[config.mk]
export PLATFORM = sky130hd
export DESIGN_NAME = ufc_regs
export DESIGN_NICKNAME = d
export VERILOG_FILES = /design/src/verilog/ufc_pkg.sv /design/src/verilog/ufc_regs.sv /design/src/verilog/ufc_link_sampler.sv
export SDC_FILE = /design/constraint.sdc
export NUM_CORES = 1
export LEC_CHECK = 0
export ABC_CLOCK_PERIOD_IN_PS = 2900
export BUFFER_PORTS_ARGS = -buffer_cell sky130_fd_sc_hd__buf_2
export CAP_MARGIN = 20
export CORE_ASPECT_RATIO = 0.6
export CORE_UTILIZATION = 31
export DETAILED_ROUTE_END_ITERATION = 6
export GPL_TIMING_DRIVEN = 0
export PLACE_DENSITY_LB_ADDON = 0.3
export SLEW_MARGIN = 20
export SYNTH_ARGS = -nofsm -noshare
export SYNTH_HDL_FRONTEND = slang
export SYNTH_SLANG_ARGS = --single-unit
[constraint.sdc]
create_clock -name clk_in -period 2.9 [get_ports clk_in]
set_input_delay 0.58 -clock clk_in [delete_from_list [all_inputs] [get_ports clk_in]]
set_output_delay 0.58 -clock clk_in [all_outputs]
set_load 0.01 [all_outputs]
[src/verilog/ufc_pkg.sv]
// Constants, field layouts and state codes of the function control register bank.
// Assumes a single interface clock domain; the link clock is only ever sampled.
package ufc_pkg;
  // ==========================================================================
  // Register addresses on the 6-bit command address field
  localparam logic [5:0] ADDR_PRODUCT_UPPER = 6'h03;
  localparam logic [5:0] ADDR_FC_WRITE = 6'h04;
  localparam logic [5:0] ADDR_FC_SET = 6'h05;
  localparam logic [5:0] ADDR_FC_CLEAR = 6'h06;
  // ==========================================================================
  // Command byte codes in bits 7:6
  localparam logic [1:0] CMD_REG_WRITE = 2'h2;
  localparam logic [1:0] CMD_REG_READ = 2'h3;
  // ==========================================================================
  // Function control values
  localparam logic [7:0] FC_RESET_VALUE = 8'h41;
  localparam logic [7:0] FC_WRITE_MASK = 8'h7f;
  localparam logic [1:0] SPEED_HIGH = 2'h0;
  localparam logic [1:0] SPEED_FULL = 2'h1;
  localparam logic [1:0] SPEED_LOW = 2'h2;
  localparam logic [1:0] SPEED_LOW_ON_FULL = 2'h3;
  localparam logic [1:0] ENC_NORMAL = 2'h0;
  localparam logic [1:0] ENC_NON_DRIVING = 2'h1;
  localparam logic [1:0] ENC_RAW = 2'h2;
  localparam logic [1:0] ENC_NO_SYNC_EOP = 2'h3;
  // ==========================================================================
  // Link-side constants
  localparam int CORE_RESET_EDGES = 8;
  localparam logic [7:0] RXCMD_AFTER_RESET = 8'h00;
  localparam logic [7:0] PRODUCT_UPPER_DEFAULT = 8'h5a; // Arbitrary value
  localparam logic [7:0] READ_UNMAPPED = 8'h00;

  typedef struct packed {
    logic reserved;
    logic low_power_n;
    logic core_reset;
    logic [1:0] tx_encoding_style;
    logic termination_choice;
    logic [1:0] speed_choice;
  } ufc_function_control_t;

  typedef enum logic [9:0] {
    S_IDLE = 10'h001,
    S_W_DATA = 10'h002,
    S_W_STOP = 10'h004,
    S_R_TURN = 10'h008,
    S_R_DRIVE = 10'h010,
    S_END = 10'h020,
    S_CORE_RST = 10'h040,
    S_RX_TURN = 10'h080,
    S_RX_DRIVE = 10'h100,
    S_LOW_POWER = 10'h200
  } ufc_state_t;
endpackage : ufc_pkg

[src/verilog/ufc_regs.sv]
// Function control register bank and its link-side command handling.
// Assumes the link follows the register command sequences and obeys the direction pin.
`timescale 1ns/1ps
module ufc_regs #(
  parameter logic [7:0] PRODUCT_UPPER = ufc_pkg::PRODUCT_UPPER_DEFAULT, // Arbitrary value
  parameter int RESET_EDGES = ufc_pkg::CORE_RESET_EDGES
) (
  input wire logic clk_in,
  input wire logic rst_in,
  input wire logic link_clk_in,
  input wire logic stp_in,
  input wire logic [7:0] data_in,
  input wire logic plus_line_pulldown_in,
  input wire logic minus_line_pulldown_in,
  output logic [7:0] data_out,
  output logic data_oe_n_out,
  output logic dir_out,
  output logic nxt_out,
  output logic low_power_out,
  output logic core_reset_out,
  output logic hs_xcvr_en_out,
  output logic fs_xcvr_en_out,
  output logic ls_xcvr_en_out,
  output logic fs_preamble_out,
  output logic non_driving_out,
  output logic raw_encoding_out,
  output logic no_sync_eop_out,
  output logic fs_pullup_en_out,
  output logic hs_term_en_out
);
  // ==========================================================================
  // Pin sampling
  logic strobe;
  logic stp_s;
  logic [7:0] data_s;

  ufc_link_sampler #(.WIDTH(8)) u_sampler (
    .clk_in(clk_in),
    .rst_in(rst_in),
    .link_clk_in(link_clk_in),
    .stp_in(stp_in),
    .data_in(data_in),
    .strobe_out(strobe),
    .stp_out(stp_s),
    .data_out(data_s)
  );

  // ==========================================================================
  // Register and sequencer state
  ufc_pkg::ufc_function_control_t ctrl_r, ctrl_nxt;
  ufc_pkg::ufc_state_t st_r, st_nxt;
  logic [5:0] addr_r, addr_nxt;
  logic [7:0] wdata_r, wdata_nxt;
  logic [7:0] cnt_r, cnt_nxt;
  logic [7:0] dout_nxt;
  logic oe_n_nxt, dir_nxt, nxt_nxt;

  // Read mux; unmapped addresses answer zero
  function automatic logic [7:0] read_reg(input logic [5:0] a, input logic [7:0] fc);
    logic [7:0] v;
    v = ufc_pkg::READ_UNMAPPED;
    if (a == ufc_pkg::ADDR_PRODUCT_UPPER) begin
      v = PRODUCT_UPPER;
    end else if (a == ufc_pkg::ADDR_FC_WRITE || a == ufc_pkg::ADDR_FC_SET || a == ufc_pkg::ADDR_FC_CLEAR) begin
      v = fc & ufc_pkg::FC_WRITE_MASK;
    end
    return v;
  endfunction : read_reg

  // Next-state logic; steps advance on the sampled link strobe, except leaving idle for low power or core reset
  always_comb begin
    ctrl_nxt = ctrl_r;
    st_nxt = st_r;
    addr_nxt = addr_r;
    wdata_nxt = wdata_r;
    cnt_nxt = cnt_r;
    dout_nxt = data_out;
    oe_n_nxt = data_oe_n_out;
    dir_nxt = dir_out;
    nxt_nxt = nxt_out;
    case (st_r)
      ufc_pkg::S_IDLE: begin
        if (!ctrl_r.low_power_n) begin
          st_nxt = ufc_pkg::S_LOW_POWER;
          dir_nxt = 1'b1;
        end else if (ctrl_r.core_reset) begin
          st_nxt = ufc_pkg::S_CORE_RST;
          dir_nxt = 1'b1;
          cnt_nxt = 8'h00;
        end else if (strobe && data_s[7:6] == ufc_pkg::CMD_REG_WRITE) begin
          addr_nxt = data_s[5:0];
          nxt_nxt = 1'b1;
          st_nxt = ufc_pkg::S_W_DATA;
        end else if (strobe && data_s[7:6] == ufc_pkg::CMD_REG_READ) begin
          addr_nxt = data_s[5:0];
          nxt_nxt = 1'b1;
          st_nxt = ufc_pkg::S_R_TURN;
        end
      end
      ufc_pkg::S_W_DATA: begin
        if (strobe) begin
          nxt_nxt = 1'b0;
          wdata_nxt = data_s;
          // Early stop aborts the write without touching the register
          st_nxt = stp_s ? ufc_pkg::S_IDLE : ufc_pkg::S_W_STOP;
        end
      end
      ufc_pkg::S_W_STOP: begin
        if (strobe && stp_s) begin
          st_nxt = ufc_pkg::S_IDLE;
          case (addr_r)
            ufc_pkg::ADDR_FC_WRITE: ctrl_nxt = wdata_r & ufc_pkg::FC_WRITE_MASK;
            ufc_pkg::ADDR_FC_SET: ctrl_nxt = (ctrl_r | wdata_r) & ufc_pkg::FC_WRITE_MASK;
            ufc_pkg::ADDR_FC_CLEAR: ctrl_nxt = ctrl_r & ~wdata_r & ufc_pkg::FC_WRITE_MASK;
            default: ctrl_nxt = ctrl_r; // Read-only and unmapped: ignored
          endcase
        end
      end
      ufc_pkg::S_R_TURN: begin
        if (strobe) begin
          nxt_nxt = 1'b0;
          dir_nxt = 1'b1; // Turnaround cycle, bus not yet driven
          st_nxt = ufc_pkg::S_R_DRIVE;
        end
      end
      ufc_pkg::S_R_DRIVE, ufc_pkg::S_RX_DRIVE: begin
        if (strobe) begin
          oe_n_nxt = 1'b0;
          dout_nxt = (st_r == ufc_pkg::S_R_DRIVE) ? read_reg(addr_r, ctrl_r) : ufc_pkg::RXCMD_AFTER_RESET;
          st_nxt = ufc_pkg::S_END;
        end
      end
      ufc_pkg::S_END: begin
        if (strobe) begin
          oe_n_nxt = 1'b1;
          dir_nxt = 1'b0;
          st_nxt = ufc_pkg::S_IDLE;
        end
      end
      ufc_pkg::S_CORE_RST: begin
        // Register set is untouched while the core is held in reset, except core_reset cleared on the last counted strobe
        if (strobe) begin
          cnt_nxt = cnt_r + 8'h01;
          if (cnt_r == 8'(RESET_EDGES - 1)) begin
            ctrl_nxt.core_reset = 1'b0;
            dir_nxt = 1'b0;
            st_nxt = ufc_pkg::S_RX_TURN;
          end
        end
      end
      ufc_pkg::S_RX_TURN: begin
        if (strobe) begin
          dir_nxt = 1'b1; // Status byte follows the reset
          st_nxt = ufc_pkg::S_RX_DRIVE;
        end
      end
      ufc_pkg::S_LOW_POWER: begin
        if (strobe && stp_s) begin
          ctrl_nxt.low_power_n = 1'b1;
          dir_nxt = 1'b0;
          st_nxt = ufc_pkg::S_IDLE;
        end
      end
      default: begin
        st_nxt = ufc_pkg::S_IDLE;
      end
    endcase
  end

  always_ff @(posedge clk_in or posedge rst_in) begin
    if (rst_in) begin
      ctrl_r <= ufc_pkg::FC_RESET_VALUE;
      st_r <= ufc_pkg::S_IDLE;
      addr_r <= 6'h00;
      wdata_r <= 8'h00;
      cnt_r <= 8'h00;
      data_out <= 8'h00;
      data_oe_n_out <= 1'b1;
      dir_out <= 1'b0;
      nxt_out <= 1'b0;
    end else begin
      ctrl_r <= ctrl_nxt;
      st_r <= st_nxt;
      addr_r <= addr_nxt;
      wdata_r <= wdata_nxt;
      cnt_r <= cnt_nxt;
      data_out <= dout_nxt;
      data_oe_n_out <= oe_n_nxt;
      dir_out <= dir_nxt;
      nxt_out <= nxt_nxt;
    end
  end

  // ==========================================================================
  // Transceiver controls decoded from the register; low power and core reset come from the sequencer state
  logic [10:0] ctl_nxt;
  always_comb begin
    ctl_nxt[0] = (st_r == ufc_pkg::S_LOW_POWER);
    ctl_nxt[1] = (st_r == ufc_pkg::S_CORE_RST);
    ctl_nxt[2] = (ctrl_r.speed_choice == ufc_pkg::SPEED_HIGH);
    ctl_nxt[3] = (ctrl_r.speed_choice == ufc_pkg::SPEED_FULL) ||
                 (ctrl_r.speed_choice == ufc_pkg::SPEED_LOW_ON_FULL);
    ctl_nxt[4] = (ctrl_r.speed_choice == ufc_pkg::SPEED_LOW);
    ctl_nxt[5] = (ctrl_r.speed_choice == ufc_pkg::SPEED_LOW_ON_FULL);
    ctl_nxt[6] = (ctrl_r.tx_encoding_style == ufc_pkg::ENC_NON_DRIVING);
    ctl_nxt[7] = (ctrl_r.tx_encoding_style == ufc_pkg::ENC_RAW);
    ctl_nxt[8] = (ctrl_r.tx_encoding_style == ufc_pkg::ENC_NO_SYNC_EOP);
    // Pull-up only as a peripheral: host pulldowns on the plus line forbid it
    ctl_nxt[9] = ctrl_r.termination_choice && !ctl_nxt[2] && !ctl_nxt[6] && !plus_line_pulldown_in;
    ctl_nxt[10] = !ctrl_r.termination_choice && ctl_nxt[2] && !ctl_nxt[6] &&
                  !(plus_line_pulldown_in && minus_line_pulldown_in && ctrl_r.tx_encoding_style == ufc_pkg::ENC_RAW);
  end

  always_ff @(posedge clk_in or posedge rst_in) begin
    if (rst_in) begin
      {hs_term_en_out, fs_pullup_en_out, no_sync_eop_out, raw_encoding_out, non_driving_out,
       fs_preamble_out, ls_xcvr_en_out, fs_xcvr_en_out, hs_xcvr_en_out, core_reset_out, low_power_out} <= 11'h000;
    end else begin
      {hs_term_en_out, fs_pullup_en_out, no_sync_eop_out, raw_encoding_out, non_driving_out,
       fs_preamble_out, ls_xcvr_en_out, fs_xcvr_en_out, hs_xcvr_en_out, core_reset_out, low_power_out} <= ctl_nxt;
    end
  end

  // ==========================================================================
  // Checks
  chk_reset_values: assert property (@(posedge clk_in) $fell(rst_in) |-> ctrl_r == ufc_pkg::FC_RESET_VALUE)
    else $error("function control reset value wrong");
  chk_set_or: assert property (@(posedge clk_in) disable iff (rst_in)
    (st_r == ufc_pkg::S_W_STOP && strobe && stp_s && addr_r == ufc_pkg::ADDR_FC_SET)
    |=> ctrl_r == (($past(ctrl_r) | $past(wdata_r)) & ufc_pkg::FC_WRITE_MASK))
    else $error("set write did not OR pattern");
  chk_clear_mask: assert property (@(posedge clk_in) disable iff (rst_in)
    (st_r == ufc_pkg::S_W_STOP && strobe && stp_s && addr_r == ufc_pkg::ADDR_FC_CLEAR)
    |=> ctrl_r == ($past(ctrl_r) & ~$past(wdata_r) & ufc_pkg::FC_WRITE_MASK))
    else $error("clear write did not mask");
  chk_reserved_zero: assert property (@(posedge clk_in) disable iff (rst_in) !ctrl_r.reserved)
    else $error("reserved bit set");
  chk_lowpwr_enter: assert property (@(posedge clk_in) disable iff (rst_in)
    (st_r == ufc_pkg::S_IDLE && !ctrl_r.low_power_n) |=> st_r == ufc_pkg::S_LOW_POWER ##1 low_power_out)
    else $error("low power not entered");
  chk_lowpwr_exit: assert property (@(posedge clk_in) disable iff (rst_in)
    (st_r == ufc_pkg::S_LOW_POWER && strobe && stp_s) |=> ctrl_r.low_power_n && st_r == ufc_pkg::S_IDLE ##1 !low_power_out)
    else $error("low power exit did not restore bit");
  chk_reset_dir: assert property (@(posedge clk_in) disable iff (rst_in)
    $rose(st_r == ufc_pkg::S_CORE_RST) |-> dir_out ##1 core_reset_out)
    else $error("core reset without direction");
  chk_reset_done: assert property (@(posedge clk_in) disable iff (rst_in)
    $fell(st_r == ufc_pkg::S_CORE_RST) |-> !ctrl_r.core_reset && !dir_out && st_r == ufc_pkg::S_RX_TURN)
    else $error("core reset end wrong");
  chk_read_data: assert property (@(posedge clk_in) disable iff (rst_in)
    (st_r == ufc_pkg::S_R_DRIVE && strobe) |=> !data_oe_n_out && data_out == read_reg(addr_r, ctrl_r))
    else $error("read data wrong");
  chk_turnaround: assert property (@(posedge clk_in) disable iff (rst_in) $rose(dir_out) |-> data_oe_n_out)
    else $error("bus driven on direction rise");
endmodule : ufc_regs

[src/verilog/ufc_link_sampler.sv]
// Two-flop synchroniser for the link clock, stop and data pins, with edge finding.
// Assumes the link changes its pins on its rising clock edge.
`timescale 1ns/1ps
module ufc_link_sampler #(
  parameter int WIDTH = 8
) (
  input wire logic clk_in,
  input wire logic rst_in,
  input wire logic link_clk_in,
  input wire logic stp_in,
  input wire logic [WIDTH-1:0] data_in,
  output logic strobe_out,
  output logic stp_out,
  output logic [WIDTH-1:0] data_out
);
  // ==========================================================================
  // Synchroniser stages
  logic [WIDTH+1:0] meta_r;
  logic [WIDTH+1:0] sync_r;
  logic clk_prev_r;
  logic strobe_nxt;

  // Sample on the falling link edge, mid-period, where pins are stable
  always_comb begin
    strobe_nxt = clk_prev_r & ~sync_r[WIDTH+1];
  end

  always_ff @(posedge clk_in or posedge rst_in) begin
    if (rst_in) begin
      meta_r <= '0;
      sync_r <= '0;
      clk_prev_r <= 1'b0;
      strobe_out <= 1'b0;
      stp_out <= 1'b0;
      data_out <= '0;
    end else begin
      meta_r <= {link_clk_in, stp_in, data_in};
      sync_r <= meta_r;
      clk_prev_r <= sync_r[WIDTH+1];
      strobe_out <= strobe_nxt;
      stp_out <= sync_r[WIDTH];
      data_out <= sync_r[WIDTH-1:0];
    end
  end
endmodule : ufc_link_sampler

==> flow_summary_export.csv <==
group,metric,value,unit
clock_network,htreeDepth,3,
clock_network,clk_path_buf_depth,2,
global_routing,track_usage,0.1456,
placement,dpl.hpwl,5.823,mm
critical_path,cp_max_fo,8,
drt,dr.first_iter.drc_count,161,
power_and_ir_drop,netSwitchingFraction,0.3296,
layout,antenna_cells,0,
drt,wl_per_cell,15.47,um
yosys,syn-cell-area,3635,um^2
clock_network,cts-buffers-inserted,9,
yosys,async_reset_ff_frac,1.000,
layout,mostFrequentLayoutCells,"dfrtp_1 (86), buf_2 (38), o21ai_0 (27)",
power_and_ir_drop,combPwrFrac,0.251,
sta,fin_crit,2.696,ns
worst_hold_path,hp-class,"in2async",
power_and_ir_drop,seq_power_share,0.436,
layout,fin_nets,362,
sta,fin_ws,0.2045,ns
critical_path,worst-r2r-cell-count,6,
sta,finalCritPeriodShare,0.9295,
global_routing,antenna_found_initial,0,
drt,dr.pass1.iters,4,
yosys,ys.flop_type,"dfrtp_1",
sta,maxSlewHeadroom,0.5491,
yosys,synth_seq_area_share,0.6210,
floorplan,die_h,85.88,um
placement,dpl_cell_area,4049,um^2
yosys,synth.net_count,315,
global_routing,grt_max_degree,37,
yosys,ys_ff_latch,90,
power_and_ir_drop,vdd_drop_max,0.3085,mV
clock_network,ctsHoldBuffers,0,
sta,setup_tns,0,ns
sta,fin_hold_ws,0.2953,ns
yosys,synth_top_area_frac,0.5921,
drt,drcViolationCount,0,
yosys,ys_top_cells_by_area,"dfrtp_1 (59%), mux2_2 (5.3%), o21ai_0 (3.7%)",
outcome,status,"finished clean",
layout,fillers,1122,
run,drv_cap,0,
critical_path,r2r_start,"st_r[5]",
floorplan,initial_core_util,0.3196,
critical_path,worstPathArrival,2.92,ns
floorplan,dieArea,12180,um^2
sta,hold_viol,0,
floorplan,ios,36,
placement,gp_congestion,0.9210,
layout,layout_commonest_cell,"dfrtp_1",
sta,rsz0062_at_grt,"no",
sta,fmax,371.0,MHz
yosys,synth_warnings,0,
drt,vias,2481,
sta,worst_slew_pin_slew,0.6714,ns
sta,final-setup-viol-count,0,
placement,portBuffers,34,
clock_network,clock_latency,0.34,ns
power_and_ir_drop,intPower,0.002393,W
global_routing,grt_pass1_wl,13.14,mm
clock_network,cts_setup_buffers,0,
clock_network,cts_num_sinks,90,
critical_path,end_kind,"register",
critical_path,startpoint_type,"register",
placement,dp_cells,496,
critical_path,critical_path_class,"reg2reg",
floorplan,row_count,30,
power_and_ir_drop,p_sw,0.001177,W
drt,antenna_left,0,
layout,fin_area,4335,um^2
critical_path,required,3.12,ns
sta,fin_skew,0.007006,ns
floorplan,die_w,141.8,um
power_and_ir_drop,p_per_area,823.4,nW/um^2
yosys,synth_edf_count,0,
yosys,avgSynthCellArea,12.12,um^2
floorplan,core,11370,um^2
yosys,synth.largest_area_cell,"dfrtp_1",
critical_path,worstSetupStartpoint,"st_r[5]",
layout,drive_above_1_share,0.2585,
clock_network,cts_tree,"yes",
clock_network,cts.repair.resized,0,
drt,routed_wl,7.921,mm
power_and_ir_drop,p_clk_frac,0.314,
clock_network,cts.clk_slew.worst_paths,0.07,ns
layout,final-instance-count-excl-fill,512,
clock_network,clockRootBuffer,"clkbuf_16",
sta,maxSlewViolCount,0,
yosys,synth_cell_types,51,
layout,syn_to_final_growth,19.28,%
power_and_ir_drop,p_leak,2.000,nW
global_routing,grt.overflow.total,0,
yosys,syn_inst,300,
global_routing,grt_pass1_vias,2358,
placement,pre_cts_slack,0.2505,ns
drt,routed_via_density,4.846,
per-stage QoR:
step | total power (W) | util
global route | 0.003772 | 0.3812
floorplan | 0.002211 | -
finish | 0.003570 | 0.3812
global placement | 0.002446 | 0.3525
detailed placement | 0.002465 | 0.3560
CTS | 0.003598 | 0.3812
state kept, by name, summed over array words and instances, names as in the netlist, 6 cells and up:
name,cells
wdata_r,7
u_sampler.sync_r,10
data_out,7
st_r,10
cnt_r,8
u_sampler.data_out,8
u_sampler.meta_r,10
addr_r,6
ctrl_r,7
cell families (layout without fill, tap and decap cells):
family | Yosys count | after routing | share of synthesized area
simple gates | 103 | 103 | 0.1632
flops | 90 | 90 | 0.6210
compound gates | 68 | 68 | 0.1274
mux | 17 | 17 | 0.05267
buf+inv | 14 | 66 | 0.01687
xor+xnor | 6 | 6 | 0.01446
fa+ha+maj | 1 | 1 | 0.003442
other cells | 1 | 1 | 0.001032
critical path: stages, from the launching register on:
cell and delay (ns):
dfrtp_1 0.49, nor3_2 0.52, nand4_2 0.35, a41oi_1 0.47, a21oi_1 0.19, o21ai_4 0.17, mux2_2 0.38
worst paths after layout:
| path | end | slack, ns |
|---|---|---|
| setup / recovery | st_r[2] | 0.20 |
| hold / removal | u_sampler.sync_r[4] | 0.30 |
| setup reg to reg | st_r[2] | 0.20 |
| hold reg to reg | u_sampler.sync_r[6] | 0.35 |
| max in group asynchronous | data_oe_n_out | 1.97 |
| min in group clk_in | u_sampler.meta_r[8] | 0.34 |
power by group through the flow:
stage	registers (W)	clock network, W	logic [W]
floorplan	0.00154	0	0.000671
detailed placement	0.00158	0	0.000886
CTS	0.00155	0.00115	0.000890
global placement	0.00158	0	0.000871
finish	0.00156	0.00112	0.000894
global route	0.00158	0.00121	0.000978
synth_stat cells (4+ instances only):
master and instances:
a21oi_1 7, nand4_1 5, nand2b_1 4, clkbuf_1 4, a221o_1 4, a22o_1 11, nand2_1 19, buf_2 4
nor2_1 22, and2_1 4, nor3_1 6, inv_1 5, nor4_1 5, o21ai_0 27, nand3_1 4, nor2b_1 10
xor2_1 4, dfrtp_1 86, dfstp_2 4, mux2_2 17
metal layers:
metal	global-route usage	vias to the layer above	wire length, um
met3	0.04523	9	533
li1	-	1193	-
met2	0.1738	82	2830
met1	0.2373	1197	4474
met5	0	-	0
met4	0.04399	0	83
cell type report:
type / count / area, um^2 / area share
Buffer: 9 / 42.54 / 0.009812
Multi-Input combinational cell: 196 / 1316 / 0.3036
Inverter: 5 / 22.52 / 0.005195
Sequential cell: 90 / 2257 / 0.5206
Clock inverter: 6 / 47.55 / 0.01097
Clock buffer: 10 / 239.0 / 0.05512
Timing Repair Buffer: 36 / 210.2 / 0.04848
Tap cell: 160 / 200.2 / 0.04618
(Power assumes the default switching activity.)
